## src/tll_pkg.sv

```systemverilog
// constants, offsets and carrier types for the target indicator block
`default_nettype none
package tll_pkg;
   localparam int unsigned NUM_TGT      = 6;          // programmable target indicators
   localparam int unsigned ROW_BITS     = 8;          // status bits per target row
   localparam int unsigned CLK_PERIOD_NS = 5;         // MCLK period
   localparam int unsigned PROC_NS      = 1000;       // processing interval
   localparam int unsigned PROC_CYC     = (PROC_NS + CLK_PERIOD_NS - 1) / CLK_PERIOD_NS;
   localparam int unsigned BLINK_US     = 250000;     // half period of the warning flash
   localparam int unsigned BLINK_TICKS  = BLINK_US * 1000 / PROC_NS;
   // register byte offsets
   localparam logic [7:0] OFS_CFG   = 8'h00;          // latch selects and warning enables
   localparam logic [7:0] OFS_CMD   = 8'h04;          // target reset command
   localparam logic [7:0] OFS_STAT  = 8'h08;          // indicator and message state
   localparam logic [7:0] OFS_VIEW  = 8'h0C;          // row view with pair select
   localparam logic [7:0] OFS_ISTAT = 8'h10;          // sticky events, write one to clear
   localparam logic [7:0] OFS_IMASK = 8'h14;          // event mask
   // field positions
   localparam int unsigned CFG_WEN_POS = 8;           // warning enables at [13:8]
   localparam int unsigned NUM_WARN    = 6;
   localparam int unsigned EV_TRIP     = 0;           // event bits
   localparam int unsigned EV_WARN     = 1;
   localparam int unsigned EV_RESET    = 2;
   localparam int unsigned NUM_EV      = 3;
   // values after reset
   localparam logic [5:0]  RST_LATCH_SEL = 6'h3F;
   localparam logic [5:0]  RST_WARN_EN   = 6'h3F;
   localparam logic [2:0]  RST_IMASK     = 3'h0;
   localparam logic [1:0]  RST_PAIR      = 2'h0;
   // warning flags from the protection logic
   typedef struct packed {
      logic arc_flash_alarm;
      logic power_factor_alarm;
      logic winding_temp_alarm;
      logic bearing_temp_alarm;
      logic ambient_temp_alarm;
      logic other_temp_alarm;
      logic temp_sensor_fault;
      logic comm_loss_flag;
      logic comm_idle_flag;
   } tll_warn_t;
   // front-panel indicator drive
   typedef struct packed {
      logic       enabled;
      logic       trip;
      logic [5:0] target;
   } tll_led_t;
endpackage
`default_nettype wire

```

## src/tll_target_leds.sv

```systemverilog
// target indicator latch, reset, lamp test and warning flash with wishbone registers
// How it works
// - six target indicators, each with its own assertion equation and latch select
// - unlatched indicator follows its assertion equation directly
// - latched indicator lights only if tripped while its equation is true, then holds
// - reset clears a latched indicator only if its condition is gone
// - a trip latches all involved targets whose latch select is set, never the enabled indicator
// - a new trip drops older unreset latched targets, showing only the new ones
// - holding the reset button lights every indicator as lamp test
// - button release turns off latched targets whose conditions cleared
// - button release relights targets whose conditions are still present
// - reset clears the pending trip message only when the trip has cleared
// - the target reset equation resets targets like the button
// - trip indicator flashes while any enabled warning is active and no trip is present or latched
// - trip indicator lights on every trip and is not reassignable
// - enabled indicator shows healthy self-test and is not reprogrammable
// - status rows of eight bits, shown two consecutive bits at a time
`default_nettype none
module tll_target_leds #(
   parameter int unsigned BLINK_LEN = tll_pkg::BLINK_TICKS
) (
   input  wire logic              MCLK,
   input  wire logic              RSTN,
   input  wire logic              WB_CYC_I,
   input  wire logic              WB_STB_I,
   input  wire logic              WB_WE_I,
   input  wire logic [7:0]        WB_ADR_I,
   input  wire logic [3:0]        WB_SEL_I,
   input  wire logic [31:0]       WB_DAT_I,
   output logic      [31:0]       WB_DAT_O,
   output logic                   WB_ACK_O,
   input  wire logic [5:0]        LED_ASSERT_EQUATION,
   input  wire logic              TRIP_IN,
   input  wire logic              SELF_TEST_OK,
   input  wire tll_pkg::tll_warn_t WARN_IN,
   input  wire logic              TARGET_RESET_EQUATION,
   input  wire logic              RESET_BUTTON,
   output tll_pkg::tll_led_t      LED_OUT,
   output logic                   TRIP_MSG,
   output logic      [1:0]        DISP_PAIR,
   output logic                   IRQ
);
   import tll_pkg::*;

   // pushbutton synchroniser
   logic       btn_m_q, btn_s_q;
   // processing interval divider and flash timer
   logic [15:0] div_q, div_d;
   logic [31:0] blk_cnt_q, blk_cnt_d;
   logic        blink_q, blink_d;
   logic        tick;
   // sampled state
   logic [5:0] asrt_q, asrt_d;
   logic       trip_prev_q, trip_prev_d;
   logic       btn_prev_q, btn_prev_d;
   logic [5:0] lat_q, lat_d;
   logic       trip_lat_q, trip_lat_d;
   logic       msg_q, msg_d;
   logic       warn_q, warn_d;
   logic       cmd_pend_q, cmd_pend_d;
   // registers
   logic [5:0] sel_q, sel_d;
   logic [5:0] wen_q, wen_d;
   logic [1:0] pair_q, pair_d;
   logic [2:0] ist_q, ist_d;
   logic [2:0] imask_q, imask_d;
   // bus
   logic        ack_q, ack_d;
   logic [31:0] rdat_q, rdat_d;
   // outputs
   tll_led_t   led_q, led_d;
   logic [1:0] disp_q, disp_d;
   logic       irq_q, irq_d;
   // events
   logic       trip_rise, rst_req, warn_now;
   logic [5:0] warn_vec;
   logic [7:0] row;
   logic       bus_req, wr_hit;

   // two flops on the button pin before any logic reads it
   always_ff @(posedge MCLK or negedge RSTN) begin
      if (!RSTN) begin
         btn_m_q <= 1'b0;
         btn_s_q <= 1'b0;
      end else begin
         btn_m_q <= RESET_BUTTON;
         btn_s_q <= btn_m_q;
      end
   end

   // warning sources gated by their enables, temperature alarms merged
   always_comb begin
      warn_vec = {WARN_IN.arc_flash_alarm, WARN_IN.power_factor_alarm,
                  WARN_IN.winding_temp_alarm | WARN_IN.bearing_temp_alarm |
                  WARN_IN.ambient_temp_alarm | WARN_IN.other_temp_alarm,
                  WARN_IN.temp_sensor_fault, WARN_IN.comm_loss_flag, WARN_IN.comm_idle_flag};
      warn_now = |(warn_vec & wen_q);
   end

   // interval divider and flash timer
   assign tick = (div_q == 16'h0000);
   always_comb begin
      div_d     = tick ? 16'(PROC_CYC - 1) : 16'(div_q - 16'h0001);
      blk_cnt_d = blk_cnt_q;
      blink_d   = blink_q;
      if (tick) begin
         if (blk_cnt_q >= BLINK_LEN - 1) begin
            blk_cnt_d = 32'h0000_0000;
            blink_d   = ~blink_q;
         end else begin
            blk_cnt_d = blk_cnt_q + 32'h0000_0001;
         end
      end
   end

   // reset sources and trip edge, looked at only on the interval tick
   assign trip_rise = TRIP_IN & ~trip_prev_q;
   assign rst_req   = TARGET_RESET_EQUATION | cmd_pend_q | (btn_prev_q & ~btn_s_q);

   // latch and message next state
   always_comb begin
      asrt_d      = asrt_q;
      trip_prev_d = trip_prev_q;
      btn_prev_d  = btn_prev_q;
      lat_d       = lat_q;
      trip_lat_d  = trip_lat_q;
      msg_d       = msg_q;
      warn_d      = warn_q;
      if (tick) begin
         asrt_d      = LED_ASSERT_EQUATION;
         trip_prev_d = TRIP_IN;
         btn_prev_d  = btn_s_q;
         warn_d      = warn_now;
         if (trip_rise) begin
            lat_d      = LED_ASSERT_EQUATION & sel_q;
            trip_lat_d = 1'b1;
            msg_d      = 1'b1;
         end else if (rst_req) begin
            lat_d = lat_q & LED_ASSERT_EQUATION;
            if (!TRIP_IN) begin
               trip_lat_d = 1'b0;
               msg_d      = 1'b0;
            end
         end
      end
   end

   // bus decode and register writes
   assign bus_req = WB_CYC_I & WB_STB_I & ~ack_q;
   assign wr_hit  = bus_req & WB_WE_I;
   always_comb begin
      sel_d      = sel_q;
      wen_d      = wen_q;
      pair_d     = pair_q;
      imask_d    = imask_q;
      cmd_pend_d = tick ? 1'b0 : cmd_pend_q;
      ist_d      = ist_q;
      if (wr_hit && WB_SEL_I[0]) begin
         case (WB_ADR_I)
            OFS_CFG:   sel_d   = WB_DAT_I[5:0];
            OFS_CMD:   cmd_pend_d = cmd_pend_d | WB_DAT_I[0];
            OFS_VIEW:  pair_d  = WB_DAT_I[1:0];
            OFS_ISTAT: ist_d   = ist_q & ~WB_DAT_I[2:0];
            OFS_IMASK: imask_d = WB_DAT_I[2:0];
            default:   ;
         endcase
      end
      if (wr_hit && WB_SEL_I[1] && WB_ADR_I == OFS_CFG) begin
         wen_d = WB_DAT_I[CFG_WEN_POS +: NUM_WARN];
      end
      // hardware set wins over a same-cycle clear
      if (tick && trip_rise) begin
         ist_d[EV_TRIP] = 1'b1;
      end
      if (tick && warn_now && !warn_q) begin
         ist_d[EV_WARN] = 1'b1;
      end
      if (tick && !trip_rise && rst_req) begin
         ist_d[EV_RESET] = 1'b1;
      end
   end

   // status row: enabled, trip, six targets
   assign row = {led_q.enabled, led_q.trip, led_q.target};

   // read data and acknowledge, one wait state
   always_comb begin
      ack_d  = bus_req;
      rdat_d = 32'h0000_0000;
      if (bus_req && !WB_WE_I) begin
         case (WB_ADR_I)
            OFS_CFG:   rdat_d = {18'h00000, wen_q, 2'h0, sel_q};
            OFS_STAT:  rdat_d = {22'h000000, msg_q, warn_q, row};
            OFS_VIEW:  rdat_d = {20'h00000, 2'(row[2*pair_q +: 2]), pair_q, row};
            OFS_ISTAT: rdat_d = {29'h00000000, ist_q};
            OFS_IMASK: rdat_d = {29'h00000000, imask_q};
            default:   rdat_d = 32'h0000_0000;
         endcase
      end
   end

   // indicator drive, lamp test overrides everything
   always_comb begin
      led_d.enabled = SELF_TEST_OK;
      led_d.trip    = TRIP_IN | trip_lat_q | (warn_q & blink_q);
      for (int i = 0; i < NUM_TGT; i++) begin
         led_d.target[i] = sel_q[i] ? lat_q[i] : asrt_q[i];
      end
      if (btn_s_q) begin
         led_d = '1;
      end
      disp_d = row[2*pair_q +: 2];
      irq_d  = |(ist_q & imask_q);
   end

   // state registers
   always_ff @(posedge MCLK or negedge RSTN) begin
      if (!RSTN) begin
         div_q       <= 16'h0000;
         blk_cnt_q   <= 32'h0000_0000;
         blink_q     <= 1'b0;
         asrt_q      <= 6'h00;
         trip_prev_q <= 1'b0;
         btn_prev_q  <= 1'b0;
         lat_q       <= 6'h00;
         trip_lat_q  <= 1'b0;
         msg_q       <= 1'b0;
         warn_q      <= 1'b0;
         cmd_pend_q  <= 1'b0;
         sel_q       <= RST_LATCH_SEL;
         wen_q       <= RST_WARN_EN;
         pair_q      <= RST_PAIR;
         ist_q       <= 3'h0;
         imask_q     <= RST_IMASK;
         ack_q       <= 1'b0;
         rdat_q      <= 32'h0000_0000;
         led_q       <= '0;
         disp_q      <= 2'h0;
         irq_q       <= 1'b0;
      end else begin
         div_q       <= div_d;
         blk_cnt_q   <= blk_cnt_d;
         blink_q     <= blink_d;
         asrt_q      <= asrt_d;
         trip_prev_q <= trip_prev_d;
         btn_prev_q  <= btn_prev_d;
         lat_q       <= lat_d;
         trip_lat_q  <= trip_lat_d;
         msg_q       <= msg_d;
         warn_q      <= warn_d;
         cmd_pend_q  <= cmd_pend_d;
         sel_q       <= sel_d;
         wen_q       <= wen_d;
         pair_q      <= pair_d;
         ist_q       <= ist_d;
         imask_q     <= imask_d;
         ack_q       <= ack_d;
         rdat_q      <= rdat_d;
         led_q       <= led_d;
         disp_q      <= disp_d;
         irq_q       <= irq_d;
      end
   end

   assign WB_ACK_O  = ack_q;
   assign WB_DAT_O  = rdat_q;
   assign LED_OUT   = led_q;
   assign TRIP_MSG  = msg_q;
   assign DISP_PAIR = disp_q;
   assign IRQ       = irq_q;
endmodule
`default_nettype wire

```

## config.mk

```make
export PLATFORM = sky130hd
export DESIGN_NAME = tll_target_leds
export DESIGN_NICKNAME = d
export VERILOG_FILES = /design/src/tll_pkg.sv /design/src/tll_target_leds.sv
export SDC_FILE = /design/constraint.sdc
export NUM_CORES = 1
export LEC_CHECK = 0
export ABC_AREA = 1
export BUFFER_PORTS_ARGS = -buffer_cell sky130_fd_sc_hd__buf_2
export CAP_MARGIN = 20
export CELL_PAD_IN_SITES_DETAIL_PLACEMENT = 1
export CELL_PAD_IN_SITES_GLOBAL_PLACEMENT = 1
export CORE_MARGIN = 4
export CORE_UTILIZATION = 33
export CTS_CLUSTER_DIAMETER = 80
export DETAILED_ROUTE_END_ITERATION = 10
export PLACE_DENSITY_LB_ADDON = 0.15
export SKIP_LAST_GASP = 1
export SLEW_MARGIN = 10
export SYNTH_ARGS = -nofsm -noshare
export SYNTH_HDL_FRONTEND = slang
export SYNTH_SLANG_ARGS = --single-unit
```

## constraint.sdc

```tcl
create_clock -name MCLK -period 3 [get_ports MCLK]
set_input_delay 0.45 -clock MCLK [delete_from_list [all_inputs] [get_ports MCLK]]
set_output_delay 0.45 -clock MCLK [all_outputs]
set_load 0.03 [all_outputs]
```

==> results of run 1 <==
[registers in the layout (all words and copies together), names as in the netlist]
| name | count |
|---|---|
| DISP_PAIR | 2 |
| IRQ | 1 |
| LED_OUT | 8 |
| TRIP_MSG | 1 |
| WB_ACK_O | 1 |
| WB_DAT_O | 14 |
| asrt_q | 6 |
| blink_q | 1 |
| blk_cnt_q | 32 |
| btn_m_q | 1 |
| btn_prev_q | 1 |
| btn_s_q | 1 |
| cmd_pend_q | 1 |
| div_q | 16 |
| imask_q | 3 |
| ist_q | 3 |
| lat_q | 6 |
| pair_q | 2 |
| sel_q | 6 |
| trip_prev_q | 1 |
| warn_q | 1 |
| wen_q | 6 |
[area by class of cell]
type,count,area [um^2]
clock buffer,17,425
clock inverter,15,185
fill,2074,10300
inverter,93,355
multi-input combinational,470,2410
sequential,114,2870
tap,225,282
timing repair buffer,75,400
[Yosys cell counts (4+ instances only)]
cell      count  share of area
nand2_1     165           0.11
dfrtp_1     102           0.44
nor2_1       97          0.063
inv_1        84          0.054
o21ai_0      29          0.025
nand3_1      26          0.022
buf_4        19          0.025
a21oi_1      18          0.016
dfstp_2      12          0.054
xor2_1       12          0.018
nand2_2      11          0.012
o21ai_1      11         0.0095
nor2_2        9         0.0097
nand4_1       8         0.0086
nor3_1        8         0.0069
inv_2         7         0.0045
a21boi_2      6          0.012
a21oi_2       6         0.0091
nand2_4       6          0.012
o21ai_2       6         0.0091
buf_6         5         0.0097
xnor2_1       5         0.0076
nor2_4        4         0.0078
[layer usage]
metal  share of wire  track usage
met3           0.039       0.0355
met2            0.50        0.274
met5               0            0
met1            0.44        0.193
met4           0.018       0.0566
[worst paths after layout]
kind | to | cells after the start
max in group asynchronous | sel_q[1] | 3
max | lat_q[4] | 9
min reg2reg | btn_s_q | 0
min in group asynchronous | WB_ACK_O | 2
min | btn_m_q | 1
max reg2reg | lat_q[4] | 9
[where the power goes]
group | leakage [uW] | internal, uW | total [uW] | switching [uW]
registers | 0.00145 | 1560 | 1580 | 18.5
clock network | 0.000294 | 1310 | 2080 | 767
logic | 0.00175 | 52.6 | 191 | 138
[cells by family (layout without fill, tap and decap cells)]
family	Yosys count	count (layout)	share of synthesized area
buffers and inverters	120	200	0.100
flip-flops	114	114	0.495
other	1	18	0.000648
XOR/XNOR	17	17	0.0257
AND/OR/NAND/NOR	347	347	0.276
AO/OA/AOI/OAI	85	85	0.0955
adder cells (fa/ha/maj)	3	3	0.00648
[critical path, cell delays in order (launching register included)]
cell and delay (ps):
dfrtp_1 400, inv_1 110, ha_1 200, inv_1 50, nor2_1 80, nand4_1 140, nor2_4 400, inv_2 140
a21oi_4 300, a21boi_2 80
[metrics by stage]
step / hold slack [ps] / instances / cell area [um^2] / util
6_report: 142 / 1009 / 6920 / 0.402
3_3_place_gp: 338 / 976 / 6300 / 0.366
3_5_place_dp: 341 / 976 / 6300 / 0.366
2_1_floorplan: 154 / 704 / 5850 / -
4_1_cts: 118 / 1009 / 6920 / 0.402
5_1_grt: 127 / 1009 / 6920 / 0.402
==> impl_metrics.json, run 1 <==
{
  "final.setup.worst_slack_ps": 941,
  "drive_gt1_frac": 0.240,
  "tritoncts": "yes",
  "io_pins": 113,
  "cts.sinks": 114,
  "worst_ep_arrival_time_ps": 2350,
  "insertion_delay_ps": 420,
  "cts.clk_slew.worst_paths_ps": 60,
  "ctsHoldBuffers": 1,
  "relSlewSlack": 0.616,
  "rrSetupSlack_ps": 940,
  "synthFlopType": "dfrtp_1",
  "cts_buffers": 17,
  "cp_max_fo": 15,
  "drv_slew": 0,
  "outcome": "complete, no violations",
  "grt_pass1_wl_um": 25100,
  "min_period_ps": 2060,
  "initial_utilization": 0.336,
  "ys_seq_area_frac": 0.495,
  "dp_hpwl_um": 11000,
  "yosysWarnings": 0,
  "grtUsageTotal": 0.158,
  "ys_ff_latch": 114,
  "endpoint_kind": "register",
  "mostFrequentLayoutCell": "nand2_1",
  "power-per-cell-area_nw_per_um2": 556,
  "h-tree-depth": 4,
  "grt_pass1_vias": 5010,
  "final_nets": 842,
  "finalSetupViolCount": 0,
  "drc": 0,
  "final_cell_mix": "nand2_1, dfrtp_1, nor2_1, inv_1, buf_2",
  "ir_drop_mv": 0.418,
  "worst_pin_slew_ps": 576,
  "cellLeakagePower_uw": 0.00349,
  "ys_async_sr_fraction": 1.00,
  "dp_slack_ps": 926,
  "period_share": 0.686,
  "gr-total-overflow": 0,
  "antenna_found_initial": 0,
  "routed_wl_um": 14600,
  "io_buffers": 72,
  "syn_avg_cell_area_um2": 8.43,
  "synth_cells": 687,
  "row_count": 48,
  "yosys.cell_types.count": 46,
  "core_um2": 17200,
  "critical_path_class": "register to register",
  "critical_path.startpoint": "div_q[0]",
  "num_vias": 4622,
  "cts_root_buf": "clkbuf_16",
  "synth_area_um2": 5790,
  "hp-start": "RESET_BUTTON",
  "die_w_um": 140,
  "critPathLaunchType": "register",
  "cp.required_ps": 3290,
  "post_cts_buffers": 0,
  "finalPower_uw": 3850,
  "cts_resized": 0,
  "finalSetupTns_ps": 0,
  "wl_per_cell_um": 14.5,
  "fin_worst_skew_ps": 7.65,
  "hp-class": "input pin to register",
  "syn_to_final_growth_pct": 19.6,
  "max_clock_freq_mhz": 486,
  "r2r_start": "div_q[0]",
  "cap_violations": 0,
  "hold_viol": 0,
  "firstDrtPassIters": 4,
  "synth-edff-count": 0,
  "drt_iter0_drc": 140,
  "die_area_um2": 19700,
  "ant_nets": 0,
  "avgViaCountPerCell": 4.58,
  "die_y_um": 140,
  "antennaDiodeCount": 0,
  "gp_congestion": 0.823,
  "grt_max_degree": 82,
  "rsz0062_at_grt": "false",
  "cts.path.max_buffers": 2
}
Note: power is estimated with default switching activity, not from simulation.
==> inputs of run 2 (changes only) <==
clock period = 1.7 ns   (was 3 ns; I/O delays follow)
==> run 2 against run 1 <==
Count of clock-buffer cells in the layout rose by 2. Largest power group unchanged. Routed wire length rose by 5.2%. Clock skew rose by 3.0 ps. Power rose by 85%. Register-to-register slack got worse by 870 ps. Cell count rose by 2.5%. Worst hold slack got worse by 91 ps. Fmax rose by 27%. Setup slack got worse by 870 ps. Sequential share of layout area fell by 1.8 points. Die area did not move.
==> impl_metrics.json, run 2 (synthesis results as in run 1) <==
{
  "num_vias": 4707,
  "syn_to_final_growth_pct": 25.0,
  "cts.sinks": 114,
  "worst_ep_arrival_time_ps": 1920,
  "cts_buffers": 17,
  "drive_gt1_frac": 0.269,
  "hp-class": "input pin to register",
  "ant_nets": 0,
  "worst_pin_slew_ps": 541,
  "outcome": "complete, no violations",
  "antennaDiodeCount": 0,
  "dp_hpwl_um": 11700,
  "drc": 0,
  "cts.clk_slew.worst_paths_ps": 60,
  "antenna_found_initial": 0,
  "dp_slack_ps": -28.6,
  "firstDrtPassIters": 4,
  "final.setup.worst_slack_ps": 73.0,
  "cp.required_ps": 1990,
  "endpoint_kind": "register",
  "cellLeakagePower_uw": 0.00367,
  "fin_worst_skew_ps": 10.6,
  "wl_per_cell_um": 14.9,
  "tritoncts": "yes",
  "cts_root_buf": "clkbuf_16",
  "critPathLaunchType": "register",
  "fillers": 2069,
  "die_area_um2": 19700,
  "final_cell_mix": "nand2_1, dfrtp_1, nor2_1, inv_1, buf_2",
  "rsz0062_at_grt": "true",
  "cts.path.max_buffers": 2,
  "period_share": 0.957,
  "min_period_ps": 1630,
  "finalSetupViolCount": 0,
  "drt_iter0_drc": 138,
  "die_y_um": 140,
  "io_buffers": 72,
  "top_register": "blk_cnt_q",
  "mostFrequentLayoutCell": "nand2_1",
  "row_count": 48,
  "final_nets": 867,
  "power-per-cell-area_nw_per_um2": 982,
  "largest_reg_flops": 32,
  "insertion_delay_ps": 420,
  "h-tree-depth": 4,
  "io_pins": 113,
  "final_util": 0.420,
  "avgViaCountPerCell": 4.55,
  "grtUsageTotal": 0.165,
  "cap_violations": 0,
  "grt_pass1_vias": 5169,
  "max_clock_freq_mhz": 615,
  "die_w_um": 140,
  "relSlewSlack": 0.639,
  "routed_wl_um": 15400,
  "drv_slew": 0,
  "ir_drop_mv": 0.697,
  "hold_viol": 0,
  "grt_max_degree": 40,
  "grt_pass1_wl_um": 26000,
  "gp_congestion": 0.821,
  "gr-total-overflow": 0,
  "cp_max_fo": 6,
  "initial_utilization": 0.336,
  "critical_path_class": "register to register",
  "core_um2": 17200
}
run 2: cell types whose count changed in the layout (fill, tap and decap cells not counted), sizes merged:
cell         change
bufinv           +2
clkbuf           +2
clkinv           -4
dlygate4sd3      +1
buf             +24
run 2: final cells by class:
class	count	area, um^2	area share
Multi-Input combinational cell	470	2440	0.337
Timing Repair Buffer	100	641	0.0885
Tap cell	225	282	0.0389
Inverter	93	358	0.0494
Sequential cell	114	2870	0.396
Clock buffer	19	443	0.0612
Clock inverter	13	206	0.0285
run 2: worst paths after layout:
| path | startpoint | to | slack [ps] | depth (start not counted) |
|---|---|---|---|---|
| worst max-delay path | div_q[1] | lat_q[4] | 70 | 9 |
| worst min-delay path | WB_DAT_I[9] | wen_q[1] | 50 | 3 |
| worst max register to register | div_q[1] | lat_q[4] | 70 | 9 |
| worst min register to register | btn_m_q | btn_s_q | 380 | 0 |
| max in group asynchronous | RSTN | sel_q[1] | 700 | 3 |
| min in group asynchronous | RSTN | WB_ACK_O | 370 | 2 |
run 2: critical path, stage by stage (launching register included):
cell and delay, ps:
dfrtp_1 390, inv_2 90, ha_4 150, inv_2 40, nor2_2 60, nand4_1 150
nor2_4 200, inv_4 70, a21oi_4 260, a21boi_2 90
run 2: per-layer routing:
| metal | part of all wire | GRT usage | routed length, um | up-vias |
|---|---|---|---|---|
| met5 | 0 | 0 | 0 | - |
| met4 | 0.0095 | 0.0444 | 147 | 0 |
| met3 | 0.041 | 0.0427 | 627 | 11 |
| met2 | 0.52 | 0.300 | 8070 | 71 |
| met1 | 0.43 | 0.193 | 6560 | 2299 |
| li1 | - | - | - | 2326 |
run 2: where the power goes:
group,switching (uW),internal [uW],total [uW]
sequential,29.8,2760,2790
combinational,253,108,362
clock,1320,2640,3960
total,1600,5510,7110
run 2: through the flow:
| stage | hold slack, ps | instances | instance area [um^2] | TNS (ps) | power, uW |
|---|---|---|---|---|---|
| after floorplan | -40.6 | 704 | 5850 | 0 | 3030 |
| after global placement | 271 | 999 | 6530 | 0 | 3190 |
| after detailed placement | 280 | 999 | 6530 | -84.6 | 3200 |
| after CTS | 35.3 | 1034 | 7220 | 0 | 7200 |
| after global routing | 40.4 | 1034 | 7240 | -116 | 7380 |
| final | 50.3 | 1034 | 7240 | 0 | 7110 |
run 2: what timing repair did:
| item | in CTS | in global routing |
|---|---|---|
| hold endpoints to repair | 27 | 0 |
| gates resized for setup | 5 | 7 |
| endpoints found under the setup margin | 6 | 24 |
| hold buffers | 2 | 0 |
| setup buffers | 1 | 0 |
| pin swaps | 1 | 1 |
